===== config.mk =====
export PLATFORM = sky130hd
export DESIGN_NAME = multicolor_led_driver
export DESIGN_NICKNAME = d
export VERILOG_FILES = /design/src/mcled_pkg.sv /design/src/multicolor_led_driver.sv /design/src/step_toggler.sv
export SDC_FILE = /design/constraint.sdc
export NUM_CORES = 1
export LEC_CHECK = 0
export ABC_CLOCK_PERIOD_IN_PS = 6800
export BUFFER_PORTS_ARGS = -buffer_cell sky130_fd_sc_hd__buf_2
export CAP_MARGIN = 40
export CORE_UTILIZATION = 40
export DETAILED_ROUTE_END_ITERATION = 6
export GPL_TIMING_DRIVEN = 0
export PLACE_DENSITY = 0.61
export RECOVER_POWER = 100
export SLEW_MARGIN = 20
export SYNTH_ARGS = -nofsm -noshare
export SYNTH_HDL_FRONTEND = slang
export SYNTH_SLANG_ARGS = --single-unit
export TNS_END_PERCENT = 1

===== constraint.sdc =====
create_clock -name clk_sys -period 6.8 [get_ports clk_sys]
set_input_delay 1.36 -clock clk_sys [delete_from_list [all_inputs] [get_ports clk_sys]]
set_output_delay 1.36 -clock clk_sys [all_outputs]
set_load 0.1 [all_outputs]

===== src/mcled_pkg.sv =====
// Package: constants and types for the multicolor LED driver
package mcled_pkg;

    // Clock and time base
    localparam int CLK_HZ      = 40_000_000;
    localparam int STEP_MS     = 21;
    localparam int STEP_CYC    = CLK_HZ / 1000 * STEP_MS;
    localparam int ONE_SEC_S   = 1;
    localparam int ONE_SEC_CYC = CLK_HZ * ONE_SEC_S;

    // Management register addresses
    localparam logic [4:0] ADDR_EXP_DATA   = 5'h15;
    localparam logic [4:0] ADDR_EXP_ACCESS = 5'h17;

    // Expansion selector values written to the access register
    localparam logic [11:0] SEL_MODE  = 12'hF04;
    localparam logic [11:0] SEL_RATE  = 12'hF05;
    localparam logic [11:0] SEL_BLINK = 12'hF06;

    // led_mode_select fields
    localparam int MODE_LED1_LSB = 0;
    localparam int MODE_LED2_LSB = 4;
    localparam int MODE_INPH_BIT = 8;
    localparam int MODE_FNOW_BIT = 9;

    // led_flash_rate_ctrl fields
    localparam int RATE_FLASH_LSB = 0;
    localparam int RATE_ALT_LSB   = 6;

    // led_blink_ctrl fields
    localparam int BLINK_RATE_LSB = 0;
    localparam int BLINK_UPD_BIT  = 5;

    // Reset values
    localparam logic [3:0] MODE_RST     = 4'h0;
    localparam logic [5:0] ALT_RATE_RST = 6'h07;
    localparam logic [5:0] FLS_RATE_RST = 6'h01;
    localparam logic [4:0] BLINK_RST    = 5'h00;

    // Pin modes
    typedef enum logic [3:0] {
        M_ENC_LINK_ACT = 4'h0,
        M_ENC_SPEED    = 4'h1,
        M_ACT_FLASH    = 4'h2,
        M_FULL_DUPLEX  = 4'h3,
        M_FORCE_OFF    = 4'h4,
        M_FORCE_ON     = 4'h5,
        M_ALTERNATE    = 4'h6,
        M_FLASHING     = 4'h7,
        M_LINK         = 4'h8,
        M_ACTIVITY     = 4'h9,
        M_PROG_BLINK   = 4'hA
    } led_mode_t;

    // Speed encoding of the transceiver core
    localparam logic [1:0] SPEED_1000 = 2'h2;

    // Status from the transceiver core
    typedef struct packed {
        logic       link_up;
        logic [1:0] speed;
        logic       activity;
        logic       full_duplex;
    } link_status_t;

    // Pattern sources feeding the per-pin mode selection
    typedef struct packed {
        logic link;
        logic act;
        logic gig;
        logic fdx;
        logic alt;
        logic flash;
        logic blink;
    } led_src_t;

    // Single-flash sequencer states
    typedef enum logic [1:0] {
        FS_IDLE = 2'b00,
        FS_ON   = 2'b01,
        FS_GAP  = 2'b10
    } flash_state_t;

endpackage


===== src/multicolor_led_driver.sv =====
// Module: two-pin multicolor LED driver with expansion register window
//
// Behaviour
// - Bits 7:4 select the mode of the second LED pin from codes 0h..Ah.
// - Bits 3:0 select the mode of the first LED pin with the same codes.
// - Mode 0110 toggles the pin at 50% duty, 320 ms nominal period.
// - Mode 0111 toggles the pin with an 80 ms nominal period.
// - With equal modes other than 1h, 4h and 5h, bit 8 makes the pins identical, else inverse.
// - Flash-now gives one flash on each pin in mode 0111 only.
// - Flash-now is bit 9, resets to 0 and clears after the flash.
// - Bits 11:6 set alternating width and gap, reset value 07h.
// - The alternating rate only acts in mode 0110 at exactly 50% duty.
// - Bits 5:0 set flash width and gap in 21 ms steps, reset 01h.
// - Bits 4:0 give that many blinks per second, zero means none.
// - Bit 5 applies a new blink rate now, else at the 1 s timer.
// - F04h, F05h, F06h in the access register select the data window.
`timescale 1ns/1ps
`default_nettype none

module multicolor_led_driver #(
    parameter int STEP_CYC    = mcled_pkg::STEP_CYC,
    parameter int ONE_SEC_CYC = mcled_pkg::ONE_SEC_CYC
) (
    input  wire logic                    clk_sys,
    input  wire logic                    sys_rst,
    input  wire logic                    mgmt_wr,
    input  wire logic [4:0]              mgmt_addr,
    input  wire logic [15:0]             mgmt_wdata,
    output logic      [15:0]             mgmt_rdata,
    input  wire mcled_pkg::link_status_t link_status,
    output logic                         led1_q,
    output logic                         led2_q
);

    ////////////////////////////////////////////////////////////////////
    // Mode output selection, shared by both pins

    function automatic logic mode_out(input logic [3:0] m,
                                      input mcled_pkg::led_src_t s,
                                      input logic one);
        logic o;
        o = 1'b0;
        case (m)
            mcled_pkg::M_ENC_LINK_ACT: o = s.link & ~(s.act & s.flash);
            mcled_pkg::M_ENC_SPEED:    o = s.link & s.gig;
            mcled_pkg::M_ACT_FLASH:    o = s.act & s.flash;
            mcled_pkg::M_FULL_DUPLEX:  o = s.link & s.fdx;
            mcled_pkg::M_FORCE_OFF:    o = 1'b0;
            mcled_pkg::M_FORCE_ON:     o = 1'b1;
            mcled_pkg::M_ALTERNATE:    o = s.alt;
            mcled_pkg::M_FLASHING:     o = one;
            mcled_pkg::M_LINK:         o = s.link;
            mcled_pkg::M_ACTIVITY:     o = s.act;
            mcled_pkg::M_PROG_BLINK:   o = s.blink;
            default:                   o = 1'b0;
        endcase
        return o;
    endfunction

    // Modes in which the phase bit acts
    function automatic logic phase_mode(input logic [3:0] m);
        logic v;
        v = 1'b0;
        case (m)
            4'h0, 4'h2, 4'h3, 4'h6, 4'h7, 4'h8, 4'h9, 4'hA: v = 1'b1;
            default: v = 1'b0;
        endcase
        return v;
    endfunction

    ////////////////////////////////////////////////////////////////////
    // Registers

    logic [11:0] exp_sel_q;
    logic [3:0]  mode1_q;
    logic [3:0]  mode2_q;
    logic        in_phase_q;
    logic        flash_now_q;
    logic        flash_now_d;
    logic [5:0]  alt_rate_q;
    logic [5:0]  flash_rate_q;
    logic [4:0]  blink_rate_q;
    logic        blink_upd_q;
    logic [4:0]  blink_act_q;
    logic [4:0]  blink_act_d;
    logic [15:0] rdata_q;
    logic [15:0] rdata_d;

    // Decode of the management window
    logic wr_access;
    logic wr_data;
    logic wr_mode;
    logic wr_rate;
    logic wr_blink;
    logic fnow_set;
    logic fnow_done;

    assign wr_access = mgmt_wr && (mgmt_addr == mcled_pkg::ADDR_EXP_ACCESS);
    assign wr_data   = mgmt_wr && (mgmt_addr == mcled_pkg::ADDR_EXP_DATA);
    assign wr_mode   = wr_data && (exp_sel_q == mcled_pkg::SEL_MODE);
    assign wr_rate   = wr_data && (exp_sel_q == mcled_pkg::SEL_RATE);
    assign wr_blink  = wr_data && (exp_sel_q == mcled_pkg::SEL_BLINK);

    // Flash-now: a software set wins over the self clear
    assign fnow_set    = wr_mode && mgmt_wdata[mcled_pkg::MODE_FNOW_BIT];
    assign flash_now_d = fnow_set ? 1'b1
                       : (fnow_done ? 1'b0 : flash_now_q);

    // Window read data, reserved bits read as zero
    logic [15:0] mode_word;
    logic [15:0] rate_word;
    logic [15:0] blink_word;
    logic [15:0] exp_word;

    assign mode_word  = {6'h00, flash_now_q, in_phase_q, mode2_q, mode1_q};
    assign rate_word  = {4'h0, alt_rate_q, flash_rate_q};
    assign blink_word = {10'h000, blink_upd_q, blink_rate_q};
    assign exp_word   = (exp_sel_q == mcled_pkg::SEL_MODE)  ? mode_word
                      : (exp_sel_q == mcled_pkg::SEL_RATE)  ? rate_word
                      : (exp_sel_q == mcled_pkg::SEL_BLINK) ? blink_word
                      : 16'h0000;
    assign rdata_d    = (mgmt_addr == mcled_pkg::ADDR_EXP_DATA) ? exp_word
                      : (mgmt_addr == mcled_pkg::ADDR_EXP_ACCESS)
                        ? {4'h0, exp_sel_q} : 16'h0000;
    assign mgmt_rdata = rdata_q;

    // Register writes, one field group per register
    always_ff @(posedge clk_sys or posedge sys_rst) begin
        if (sys_rst) begin
            exp_sel_q    <= 12'h000;
            mode1_q      <= mcled_pkg::MODE_RST;
            mode2_q      <= mcled_pkg::MODE_RST;
            in_phase_q   <= 1'b0;
            alt_rate_q   <= mcled_pkg::ALT_RATE_RST;
            flash_rate_q <= mcled_pkg::FLS_RATE_RST;
            blink_rate_q <= mcled_pkg::BLINK_RST;
            blink_upd_q  <= 1'b0;
        end else begin
            if (wr_access) begin
                exp_sel_q <= mgmt_wdata[11:0];
            end
            if (wr_mode) begin
                mode1_q    <= mgmt_wdata[mcled_pkg::MODE_LED1_LSB +: 4];
                mode2_q    <= mgmt_wdata[mcled_pkg::MODE_LED2_LSB +: 4];
                in_phase_q <= mgmt_wdata[mcled_pkg::MODE_INPH_BIT];
            end
            if (wr_rate) begin
                alt_rate_q   <= mgmt_wdata[mcled_pkg::RATE_ALT_LSB +: 6];
                flash_rate_q <= mgmt_wdata[mcled_pkg::RATE_FLASH_LSB +: 6];
            end
            if (wr_blink) begin
                blink_rate_q <= mgmt_wdata[mcled_pkg::BLINK_RATE_LSB +: 5];
                blink_upd_q  <= mgmt_wdata[mcled_pkg::BLINK_UPD_BIT];
            end
        end
    end

    // Flash-now flag and registered read data
    always_ff @(posedge clk_sys or posedge sys_rst) begin
        if (sys_rst) begin
            flash_now_q <= 1'b0;
            rdata_q     <= 16'h0000;
        end else begin
            flash_now_q <= flash_now_d;
            rdata_q     <= rdata_d;
        end
    end

    ////////////////////////////////////////////////////////////////////
    // 21 ms step tick and 1 s interval timer

    localparam int SW = $clog2(STEP_CYC);
    localparam int TW = $clog2(ONE_SEC_CYC) + 1;
    localparam logic [SW-1:0] STEP_LAST = SW'(STEP_CYC - 1);
    localparam logic [TW-1:0] SEC_LAST  = TW'(ONE_SEC_CYC - 1);
    localparam logic [TW-1:0] SEC_LEN   = TW'(ONE_SEC_CYC);

    logic [SW-1:0] step_cnt_q;
    logic [TW-1:0] sec_cnt_q;
    logic          step_tick;
    logic          sec_tick;

    assign step_tick = (step_cnt_q == STEP_LAST);
    assign sec_tick  = (sec_cnt_q == SEC_LAST);

    // Free-running dividers
    always_ff @(posedge clk_sys or posedge sys_rst) begin
        if (sys_rst) begin
            step_cnt_q <= '0;
            sec_cnt_q  <= '0;
        end else begin
            step_cnt_q <= step_tick ? '0 : step_cnt_q + SW'(1);
            sec_cnt_q  <= sec_tick ? '0 : sec_cnt_q + TW'(1);
        end
    end

    ////////////////////////////////////////////////////////////////////
    // Alternating and flashing patterns

    logic alt_phase;
    logic flash_phase;

    // Half period (alt_rate+1) steps, 50% duty
    step_toggler u_alt (
        .clk_sys   (clk_sys),
        .sys_rst   (sys_rst),
        .step_tick (step_tick),
        .code      (alt_rate_q),
        .phase_q   (alt_phase)
    );

    // Width and gap (flash_rate+1) steps each
    step_toggler u_flash (
        .clk_sys   (clk_sys),
        .sys_rst   (sys_rst),
        .step_tick (step_tick),
        .code      (flash_rate_q),
        .phase_q   (flash_phase)
    );

    ////////////////////////////////////////////////////////////////////
    // Single flash sequencer

    mcled_pkg::flash_state_t fs_q;
    mcled_pkg::flash_state_t fs_d;
    logic [5:0]              fs_cnt_q;
    logic [5:0]              fs_cnt_d;
    logic                    fs_end;

    assign fs_end    = step_tick && (fs_cnt_q >= flash_rate_q);
    assign fnow_done = (fs_q == mcled_pkg::FS_GAP) && fs_end;

    // One on-width then one gap, then back to the free pattern
    always_comb begin
        fs_d     = fs_q;
        fs_cnt_d = step_tick ? fs_cnt_q + 6'h01 : fs_cnt_q;
        case (fs_q)
            mcled_pkg::FS_IDLE: begin
                fs_cnt_d = 6'h00;
                if (flash_now_q) begin
                    fs_d = mcled_pkg::FS_ON;
                end
            end
            mcled_pkg::FS_ON: begin
                if (fs_end) begin
                    fs_d     = mcled_pkg::FS_GAP;
                    fs_cnt_d = 6'h00;
                end
            end
            mcled_pkg::FS_GAP: begin
                if (fs_end) begin
                    fs_d     = mcled_pkg::FS_IDLE;
                    fs_cnt_d = 6'h00;
                end
            end
            default: begin
                fs_d     = mcled_pkg::FS_IDLE;
                fs_cnt_d = 6'h00;
            end
        endcase
    end

    always_ff @(posedge clk_sys or posedge sys_rst) begin
        if (sys_rst) begin
            fs_q     <= mcled_pkg::FS_IDLE;
            fs_cnt_q <= 6'h00;
        end else begin
            fs_q     <= fs_d;
            fs_cnt_q <= fs_cnt_d;
        end
    end

    ////////////////////////////////////////////////////////////////////
    // Programmable blink

    logic [TW-1:0] blink_acc_q;
    logic [TW-1:0] blink_acc_d;
    logic [TW-1:0] blink_sum;
    logic          blink_wrap;
    logic          blink_phase_q;

    // Deferred or immediate take-over of the blink rate
    assign blink_act_d = (blink_upd_q || sec_tick)
                       ? blink_rate_q : blink_act_q;

    // Add two edges per blink each cycle, toggle per second's worth
    assign blink_sum   = blink_acc_q + TW'({blink_act_q, 1'b0});
    assign blink_wrap  = (blink_sum >= SEC_LEN);
    assign blink_acc_d = (blink_act_q == 5'h00) ? '0
                       : (blink_wrap ? blink_sum - SEC_LEN : blink_sum);

    always_ff @(posedge clk_sys or posedge sys_rst) begin
        if (sys_rst) begin
            blink_act_q   <= mcled_pkg::BLINK_RST;
            blink_acc_q   <= '0;
            blink_phase_q <= 1'b0;
        end else begin
            blink_act_q   <= blink_act_d;
            blink_acc_q   <= blink_acc_d;
            if (blink_act_q == 5'h00) begin
                blink_phase_q <= 1'b0;
            end else if (blink_wrap) begin
                blink_phase_q <= ~blink_phase_q;
            end
        end
    end

    ////////////////////////////////////////////////////////////////////
    // Activity stretch and pin outputs

    logic act_hold_q;
    logic flash_prev_q;
    logic flash_fall;

    // Hold activity until the next falling edge of the flash pattern
    assign flash_fall = flash_prev_q && !flash_phase;

    always_ff @(posedge clk_sys or posedge sys_rst) begin
        if (sys_rst) begin
            act_hold_q   <= 1'b0;
            flash_prev_q <= 1'b0;
        end else begin
            flash_prev_q <= flash_phase;
            if (link_status.activity) begin
                act_hold_q <= 1'b1;
            end else if (flash_fall) begin
                act_hold_q <= 1'b0;
            end
        end
    end

    mcled_pkg::led_src_t src;
    logic                flash_src;
    logic                same_mode;
    logic                led1_d;
    logic                led2_d;

    // One-shot overrides the free flash pattern, for mode 0111 pins only
    assign flash_src = (fs_q == mcled_pkg::FS_IDLE) ? flash_phase
                     : (fs_q == mcled_pkg::FS_ON);
    assign src.link  = link_status.link_up;
    assign src.act   = act_hold_q;
    assign src.gig   = (link_status.speed == mcled_pkg::SPEED_1000);
    assign src.fdx   = link_status.full_duplex;
    assign src.alt   = alt_phase;
    assign src.flash = flash_phase;
    assign src.blink = blink_phase_q;

    assign same_mode = (mode1_q == mode2_q) && phase_mode(mode1_q);
    assign led1_d    = mode_out(mode1_q, src, flash_src);
    assign led2_d    = (same_mode && !in_phase_q)
                     ? ~mode_out(mode2_q, src, flash_src)
                     : mode_out(mode2_q, src, flash_src);

    always_ff @(posedge clk_sys or posedge sys_rst) begin
        if (sys_rst) begin
            led1_q <= 1'b0;
            led2_q <= 1'b0;
        end else begin
            led1_q <= led1_d;
            led2_q <= led2_d;
        end
    end

endmodule

`default_nettype wire


===== src/step_toggler.sv =====
// Module: square wave whose half period is (code+1) step ticks
`timescale 1ns/1ps
`default_nettype none

module step_toggler (
    input  wire logic       clk_sys,
    input  wire logic       sys_rst,
    input  wire logic       step_tick,
    input  wire logic [5:0] code,
    output logic            phase_q
);

    logic [5:0] cnt_q;
    logic [5:0] cnt_d;
    logic       wrap;
    logic       phase_d;

    // Count steps, flip the phase after code+1 of them
    assign wrap    = step_tick && (cnt_q >= code);
    assign cnt_d   = wrap ? 6'h00 : (step_tick ? cnt_q + 6'h01 : cnt_q);
    assign phase_d = wrap ? ~phase_q : phase_q;

    // Equal on and off halves give an exact 50% duty cycle
    always_ff @(posedge clk_sys or posedge sys_rst) begin
        if (sys_rst) begin
            cnt_q   <= 6'h00;
            phase_q <= 1'b0;
        end else begin
            cnt_q   <= cnt_d;
            phase_q <= phase_d;
        end
    end

endmodule

`default_nettype wire


==> metrics.cfg, run 1 <==
[status]
outcome=finished with violations
violated_checks=max-capacitance violations, max-slew violations

[timing]
final-max-slew-violation-count=70
setup_violations=0
fmax_ghz=0.2054
tightest_slew_ps=3187
rsz0062_at_grt=false
worst_slew_margin_rel_pct=-113.7
final_min_period_over_clock_period_pct=71.58
fin_setup_tns_ps=0
finalHoldViolations=0
layout_min_cycle_time_ps=4867
timing.clock.skew_ps=12.02

[place]
dpl_cell_area_um2=9678
dp_hpwl_um=14990
gp_congestion=0.8645
port_buffers=38

[logic_synthesis]
synth.cells.most_frequent=sky130_fd_sc_hd__dfrtp_1, sky130_fd_sc_hd__nand2_1, sky130_fd_sc_hd__nor2_1
yosysSeqAreaShare_pct=43.27
synthesis.area_per_instance_um2=9.850
cell_type_contributing_the_most_total_cell_area_after_synthesis=sky130_fd_sc_hd__dfrtp_1
ys_seq_elements=157
post_synth_num_cell_types=94
synth_edf_count=0
post_synthesis_cell_count=923
yosysTopAreaCellShare_pct=42.11
postSynth.topFlopCell=sky130_fd_sc_hd__dfrtp_1
synth-warning-count=0
synth_async_sr_flop_share_pct=100.0
cell_types_occupying_the_most_area_after_synthesis=sky130_fd_sc_hd__dfrtp_1, sky130_fd_sc_hd__mux2_2, sky130_fd_sc_hd__ha_1, sky130_fd_sc_hd__o21ai_0, sky130_fd_sc_hd__nand2_1
cell_area_after_technology_mapping_um2=9091
synth_most_common_cell=sky130_fd_sc_hd__dfrtp_1

[power]
maximum_vdd_drop_v=0.0001488
power.density_nw_per_um2=194.8
cellLeakagePower_nw=4.392

[setup_path]
worst_setup_path_end_kind=flop
setup.reg_to_reg.worst_slack_ps=1930
sort_of_element_at_the_start_of_the_critical_path=flop
crit-reg2reg-launch=blink_act_q[1]$_DFFE_PP0P_
rr_worst_depth=11
arrival_time_worst_endpoint_ps=5210
crit_end=blink_acc_q[24]$_DFF_PP0_
cp-startpoint=blink_act_q[1]$_DFFE_PP0P_
crit_path_max_fanout=10
crit-reg2reg-capture=blink_acc_q[24]$_DFF_PP0_
crit_required_ps=7140
critPathKind=reg2reg

[layout]
finalNetCount=1047
design_area_um2=10160
drive_above_1_share_pct=14.13
antennaDiodeCount=0
signed_area_change_from_the_synthesized_netlist_to_the_final_layout_pct=11.71
fillers=2086

[global_routing]
grt_start_max_net_pins=89
grt.total_usage_pct=18.74
grt_antenna_before_repair=1
grt_first_pass_wirelength_um=34760
gr-total-overflow=0
first_global_vias=6691

[drt]
postRouteWirelength_um=20850
remaining_antenna_violation_count=0
drt-initial-drc-count=365
drc=0
via_count=7027
via_per_inst=5.498
drt_pre_antenna_iters=4
detail_route.wl_per_cell_um=16.31

[die]
floorplan.core_area_um2=22030
effective_utilization_at_floorplan_pct=41.27
floorplan_die_area_um2=23340
dieWidth_um=152.8
rows=54
die_height_um=152.8
io_pins=47

[hold_path]
hp-class=reg2reg
holdCritStartpoint=sec_cnt_q[4]$_DFF_PP0_

[cts]
ctsHtreeMaxLevel=4
cts.sink_count=157
tritoncts.num_buffers=17
clockBufferDepth=2
clkTransAtPathRegs_ps=70
tritoncts=yes
cts-resized-gates=0
cts_root_buf=sky130_fd_sc_hd__clkbuf_16
cts.repair_timing.setup_buffer_count=0
worstSkewPairLatency_ps=440
post_cts_hold_buffer_count=0

[flow_run]
maxCapViolations=1

-- layout make-up --
type	count	area, µm²	share of cell area [%]
clock inverters	14	131.4	1.294
multi-input cells	699	4796	47.22
plain buffers	37	168.9	1.663
clock buffers	18	439.2	4.324
inverters	33	125.1	1.232
well taps	280	350.3	3.450
flip-flops and latches	157	3934	38.73
repair buffers	40	211.5	2.082
-- registers in the layout, summed over array words and instances (netlist names), 2 cells and up --
signal,cells
fs_q,2
sec_cnt_q,27
fs_cnt_q,6
u_flash.cnt_q,6
blink_rate_q,5
exp_sel_q,12
alt_rate_q,6
u_alt.cnt_q,6
flash_rate_q,6
mode1_q,4
blink_act_q,5
mgmt_rdata,12
mode2_q,4
blink_acc_q,26
step_cnt_q,20
-- routing by layer --
metal | wire, µm | share of wire [%] | global-route usage (%)
met1 | 10050 | 48 | 25.52
met2 | 9789 | 47 | 29.82
met3 | 674 | 3.2 | 4.096
met4 | 318 | 1.5 | 5.532
met5 | 13 | 0.062 | 0
-- kinds of logic after synthesis --
kind of cell / synth area share (%)
AO/OA/AOI/OAI: 15.72
XOR/XNOR: 6.248
adder cells (fa/ha/maj): 4.624
buffers and inverters: 3.358
flip-flops: 43.27
multiplexers: 6.757
other: 0.04125
AND/OR/NAND/NOR: 19.98
-- critical path, stage by stage (launching register included) --
cell and delay [ps]:
sky130_fd_sc_hd__dfrtp_1 420, sky130_fd_sc_hd__ha_1 310, sky130_fd_sc_hd__a211oi_1 670, sky130_fd_sc_hd__o21ai_0 620
sky130_fd_sc_hd__a211oi_1 680, sky130_fd_sc_hd__ha_1 320, sky130_fd_sc_hd__o21ai_0 190, sky130_fd_sc_hd__a22oi_1 490
sky130_fd_sc_hd__o211ai_1 310, sky130_fd_sc_hd__clkbuf_1 330, sky130_fd_sc_hd__a31o_1 280, sky130_fd_sc_hd__a21oi_1 160
-- how the worst min path moves through the flow --
stage               cells after the start                     end  slack (ps)
floorplan                               1  sec_cnt_q[4]$_DFF_PP0_         440
global placement                        1  sec_cnt_q[4]$_DFF_PP0_         460
detailed placement                      1  sec_cnt_q[4]$_DFF_PP0_         460
CTS                                     1  sec_cnt_q[4]$_DFF_PP0_         480
global route                            1  sec_cnt_q[0]$_DFF_PP0_         500
finish                                  1  sec_cnt_q[4]$_DFF_PP0_         470
-- where the power goes --
group | internal (W) | leakage (nW) | switching (W)
logic | 0.0000302 | 2.00 | 0.0000618
registers | 0.000949 | 2.12 | 0.0000113
clock network | 0.000492 | 0.276 | 0.000435
-- through the flow --
stage,power (W),utilization (%),cells,hold WS [ps],worst slack [ps]
after detailed placement,0.001071,43.94,1245,463.1,2705
final,0.001979,46.11,1278,469.7,1933
after CTS,0.002003,46.53,1277,478.8,2698
after global routing,0.002052,46.11,1278,495.4,1471
after global placement,0.001068,43.78,1244,458.0,-806.9
after floorplan,0.001039,-,926,438.0,1212
-- layout by cell type (no fill, tap or decap), types with 8 or more instances in the layout --
| cell | synthesis | layout |
|---|---|---|
| sky130_fd_sc_hd__a21o_1 | 17 | 17 |
| sky130_fd_sc_hd__a21oi_1 | 27 | 28 |
| sky130_fd_sc_hd__a22o_1 | 8 | 8 |
| sky130_fd_sc_hd__a31oi_1 | 12 | 12 |
| sky130_fd_sc_hd__and3_1 | 25 | 25 |
| sky130_fd_sc_hd__buf_2 | 7 | 29 |
| sky130_fd_sc_hd__clkbuf_1 | 21 | 40 |
| sky130_fd_sc_hd__clkbuf_16 | 0 | 17 |
| sky130_fd_sc_hd__dfrtp_1 | 153 | 153 |
| sky130_fd_sc_hd__ha_1 | 32 | 32 |
| sky130_fd_sc_hd__inv_1 | 32 | 31 |
| sky130_fd_sc_hd__mux2_2 | 43 | 43 |
| sky130_fd_sc_hd__mux2i_1 | 13 | 13 |
| sky130_fd_sc_hd__nand2_1 | 78 | 78 |
| sky130_fd_sc_hd__nand2b_1 | 15 | 15 |
| sky130_fd_sc_hd__nand3_1 | 38 | 38 |
| sky130_fd_sc_hd__nand4_1 | 16 | 16 |
| sky130_fd_sc_hd__nor2_1 | 66 | 66 |
| sky130_fd_sc_hd__nor2b_1 | 9 | 9 |
| sky130_fd_sc_hd__nor3_1 | 24 | 25 |
| sky130_fd_sc_hd__o21ai_0 | 62 | 65 |
| sky130_fd_sc_hd__xnor2_1 | 32 | 32 |
| sky130_fd_sc_hd__xor2_1 | 31 | 31 |
Note: power is estimated with default switching activity, not from simulation.
==> inputs of run 2 (changes only) <==
--- a/config.mk
+++ b/config.mk
@@ -5,7 +5,8 @@
 export SDC_FILE = /design/constraint.sdc
 export NUM_CORES = 1
 export LEC_CHECK = 0
-export ABC_CLOCK_PERIOD_IN_PS = 6800
+export ABC_AREA = 1
+export ABC_CLOCK_PERIOD_IN_PS = 4500
 export BUFFER_PORTS_ARGS = -buffer_cell sky130_fd_sc_hd__buf_2
 export CAP_MARGIN = 40
 export CORE_UTILIZATION = 40
==> constraint.sdc (replaced) <==
create_clock -name clk_sys -period 4.5 [get_ports clk_sys]
set_input_delay 0.9 -clock clk_sys [delete_from_list [all_inputs] [get_ports clk_sys]]
set_output_delay 0.9 -clock clk_sys [all_outputs]
set_load 0.1 [all_outputs]
==> run 2 against run 1 <==
  * Combinational power is 41% higher
  * Sequential share of layout area is 2.7 points lower
  * Clock skew is 2.2 ps higher
  * Critical path depth is 9 higher
  * Critical endpoint is now blink_acc_q[17]$_DFF_PP0_
  * The run now ends clean
  * Final cell count is 35% higher
  * Core utilization hardly changed
==> metrics.cfg, run 2 <==
[drt]
via_count=8691
postRouteWirelength_um=24040
drc=0
drt_pre_antenna_iters=5
drt-initial-drc-count=581
remaining_antenna_violation_count=0
detail_route.wl_per_cell_um=13.91
via_per_inst=5.030

[power]
power.density_nw_per_um2=274.8
maximum_vdd_drop_v=0.0002542
cellLeakagePower_nw=5.294
power_w=0.002999

[logic_synthesis]
yosys.area_share.xor_xnor_pct=2.611
post_synth_and_or_nand_nor_area_fraction_pct=33.15
compound_gate_portion_of_the_synthesized_area_pct=10.15
synth.cells.most_frequent=sky130_fd_sc_hd__nand2_1, sky130_fd_sc_hd__inv_1, sky130_fd_sc_hd__dfrtp_1
cell_type_contributing_the_most_total_cell_area_after_synthesis=sky130_fd_sc_hd__dfrtp_1
ys_seq_elements=157
cell_types_occupying_the_most_area_after_synthesis=sky130_fd_sc_hd__dfrtp_1, sky130_fd_sc_hd__nand2_1, sky130_fd_sc_hd__inv_1, sky130_fd_sc_hd__nor2_1, sky130_fd_sc_hd__nand3_1
synth_most_common_cell=sky130_fd_sc_hd__nand2_1
combinational_family_with_the_most_area_after_synthesis=simple AND/OR/NAND/NOR gates
cell_area_after_technology_mapping_um2=9727
yosysSeqAreaShare_pct=40.44
post_synth_fa_ha_maj_area_fraction_pct=4.322
post_synthesis_cell_count=1330
yosys-mux-area-fraction_pct=0.1158
post_synth_num_cell_types=58
postSynth.topFlopCell=sky130_fd_sc_hd__dfrtp_1
yosysTopAreaCellShare_pct=39.36
synth_edf_count=0
synthesis.area_per_instance_um2=7.313
synth_async_sr_flop_share_pct=100.0
synth-warning-count=0

[setup_path]
path_depth=20
cp_slowest_stage_delay_ps=430
crit_path_max_fanout=10
critical_path_buf_inv_count=3
cp_top_family=simple AND/OR/NAND/NOR gates
arrival_time_worst_endpoint_ps=3970
crit_path_top_delay_cell=sky130_fd_sc_hd__fa_1
worst_setup_path_end_kind=flop
setup.reg_to_reg.worst_slack_ps=830
critPathMostFrequentCell=sky130_fd_sc_hd__nand2_1
crit_required_ps=4790
crit-reg2reg-launch=blink_act_q[0]$_DFFE_PP0P_
worstPathCellList=ha_1 > inv_1 > fa_1 > inv_1 > nand3_1 > nand2_1 > nand2_1 > nand2_1 > nand2_1 > nand2_1 > nand2_1 > nor2_1 > nand2_1 > nor2_1 > nand3_1 > nand3_1 > buf_6 > nand2_1 > nand2_1 > nor2_1
sort_of_element_at_the_start_of_the_critical_path=flop
critPathKind=reg2reg
rr_worst_depth=20
crit-reg2reg-capture=blink_acc_q[17]$_DFF_PP0_

[cts]
tritoncts=yes
tritoncts.num_buffers=17
cts.repair_timing.setup_buffer_count=0
cts.sink_count=157
clockBufferDepth=2
cts_root_buf=sky130_fd_sc_hd__clkbuf_16
ctsHtreeMaxLevel=4
clkTransAtPathRegs_ps=70
cts-resized-gates=0
post_cts_hold_buffer_count=0
worstSkewPairLatency_ps=430

[layout]
final_common_cell=sky130_fd_sc_hd__nand2_1
largest_reg_flops=27
drive_above_1_share_pct=8.517
fillers=2477
stdcell_count=1728
top_regs=sec_cnt_q: 27 flops, blink_acc_q: 26 flops, step_cnt_q: 20 flops
finalNetCount=1458
leading_cell_types_in_the_layout_fill_and_taps_excluded=sky130_fd_sc_hd__nand2_1, sky130_fd_sc_hd__inv_1, sky130_fd_sc_hd__dfrtp_1
utilization_pct=46.09
signed_area_change_from_the_synthesized_netlist_to_the_final_layout_pct=12.21
regMostFlops=sec_cnt_q
layout.area.seq_um2=3934
area_occupied_by_multi_input_gates_um2=4877
antennaDiodeCount=0

[global_routing]
grt_first_pass_wirelength_um=40810
first_global_vias=8425
grt_antenna_before_repair=0
gr-total-overflow=0
grt_start_max_net_pins=34
grt.total_usage_pct=20.83

[hold_path]
hp-class=reg2reg
holdCritStartpoint=u_flash.phase_q$_DFFE_PP0P_
holdPathEnd=flash_prev_q$_DFF_PP0_
whs_path_depth=0

[place]
dp_hpwl_um=18810
gp_congestion=0.8845
post-place-cells=1696
port_buffers=38

[die]
effective_utilization_at_floorplan_pct=41.07
floorplan.core_area_um2=23680
dieWidth_um=157.9
die_height_um=157.9
io_pins=47
floorplan_die_area_um2=24950
rows=56

[flow_run]
maxCapViolations=0

[timing]
worst_slew_margin_rel_pct=2.231
timing.clock.skew_ps=14.26
rsz0062_at_grt=false
finalHoldViolations=0
final_min_period_over_clock_period_pct=81.66
fin_setup_tns_ps=0
fmax_ghz=0.2721
layout_min_cycle_time_ps=3675
tightest_slew_ps=1467
final-max-slew-violation-count=0
setup_violations=0

[status]
outcome=finished clean

run 2: worst max-delay path by stage:
stage / start / to / slack, ps
floorplan: sys_rst / act_hold_q$_DFFE_PP0P_ / 1620
global placement: sys_rst / blink_acc_q[25]$_DFF_PP0_ / 580
detailed placement: blink_act_q[0]$_DFFE_PP0P_ / blink_acc_q[21]$_DFF_PP0_ / 980
CTS: blink_act_q[0]$_DFFE_PP0P_ / blink_acc_q[21]$_DFF_PP0_ / 940
global route: blink_act_q[0]$_DFFE_PP0P_ / blink_acc_q[17]$_DFF_PP0_ / 400
finish: blink_act_q[0]$_DFFE_PP0P_ / blink_acc_q[17]$_DFF_PP0_ / 830
run 2: routing by layer:
layer,share of wire [%],vias up,GRT usage (%)
met4,2.9,0,8.562
met1,47,4061,27.11
met5,0,-,0
li1,-,4439,-
met2,47,152,34.68
met3,3.7,39,2.984
run 2: logic make-up (layout without fill, tap and decap cells):
family                     count (synthesis)  after routing
buffers and inverters                    230            306
DFF                                      157            157
xor gates and xnor gates                  29             29
muxes                                      1              1
other                                      1              4
AOI/OAI and AO/OA                        166            166
adders and majority gates                 33             33
and+or+nand+nor                          713            713
run 2: power by group:
group          leakage (nW)  switching (W)  total [W]  internal [W]
combinational          2.90      0.0000968   0.000130     0.0000334
clock                 0.280       0.000621    0.00141      0.000792
sequential             2.12      0.0000225    0.00146       0.00143
run 2: layout make-up:
| class | count | share of cell area (%) |
|---|---|---|
| plain buffers | 20 | 0.9171 |
| flip-flops and latches | 157 | 36.04 |
| clock buffers | 20 | 4.093 |
| repair buffers | 44 | 2.213 |
| multi-input cells | 946 | 44.69 |
| inverters | 210 | 7.234 |
| well taps | 319 | 3.657 |
| clock inverters | 12 | 1.158 |
run 2: per-stage QoR:
step                      cell area, µm²  hold WS (ps)  setup WS, ps
final                              10910         462.4         825.4
after global routing               10910         488.5         400.9
after CTS                          11020         461.6         937.2
after detailed placement           10440         444.1         976.5
after global placement             10330         434.9         584.1
after floorplan                     9742         410.9          1616
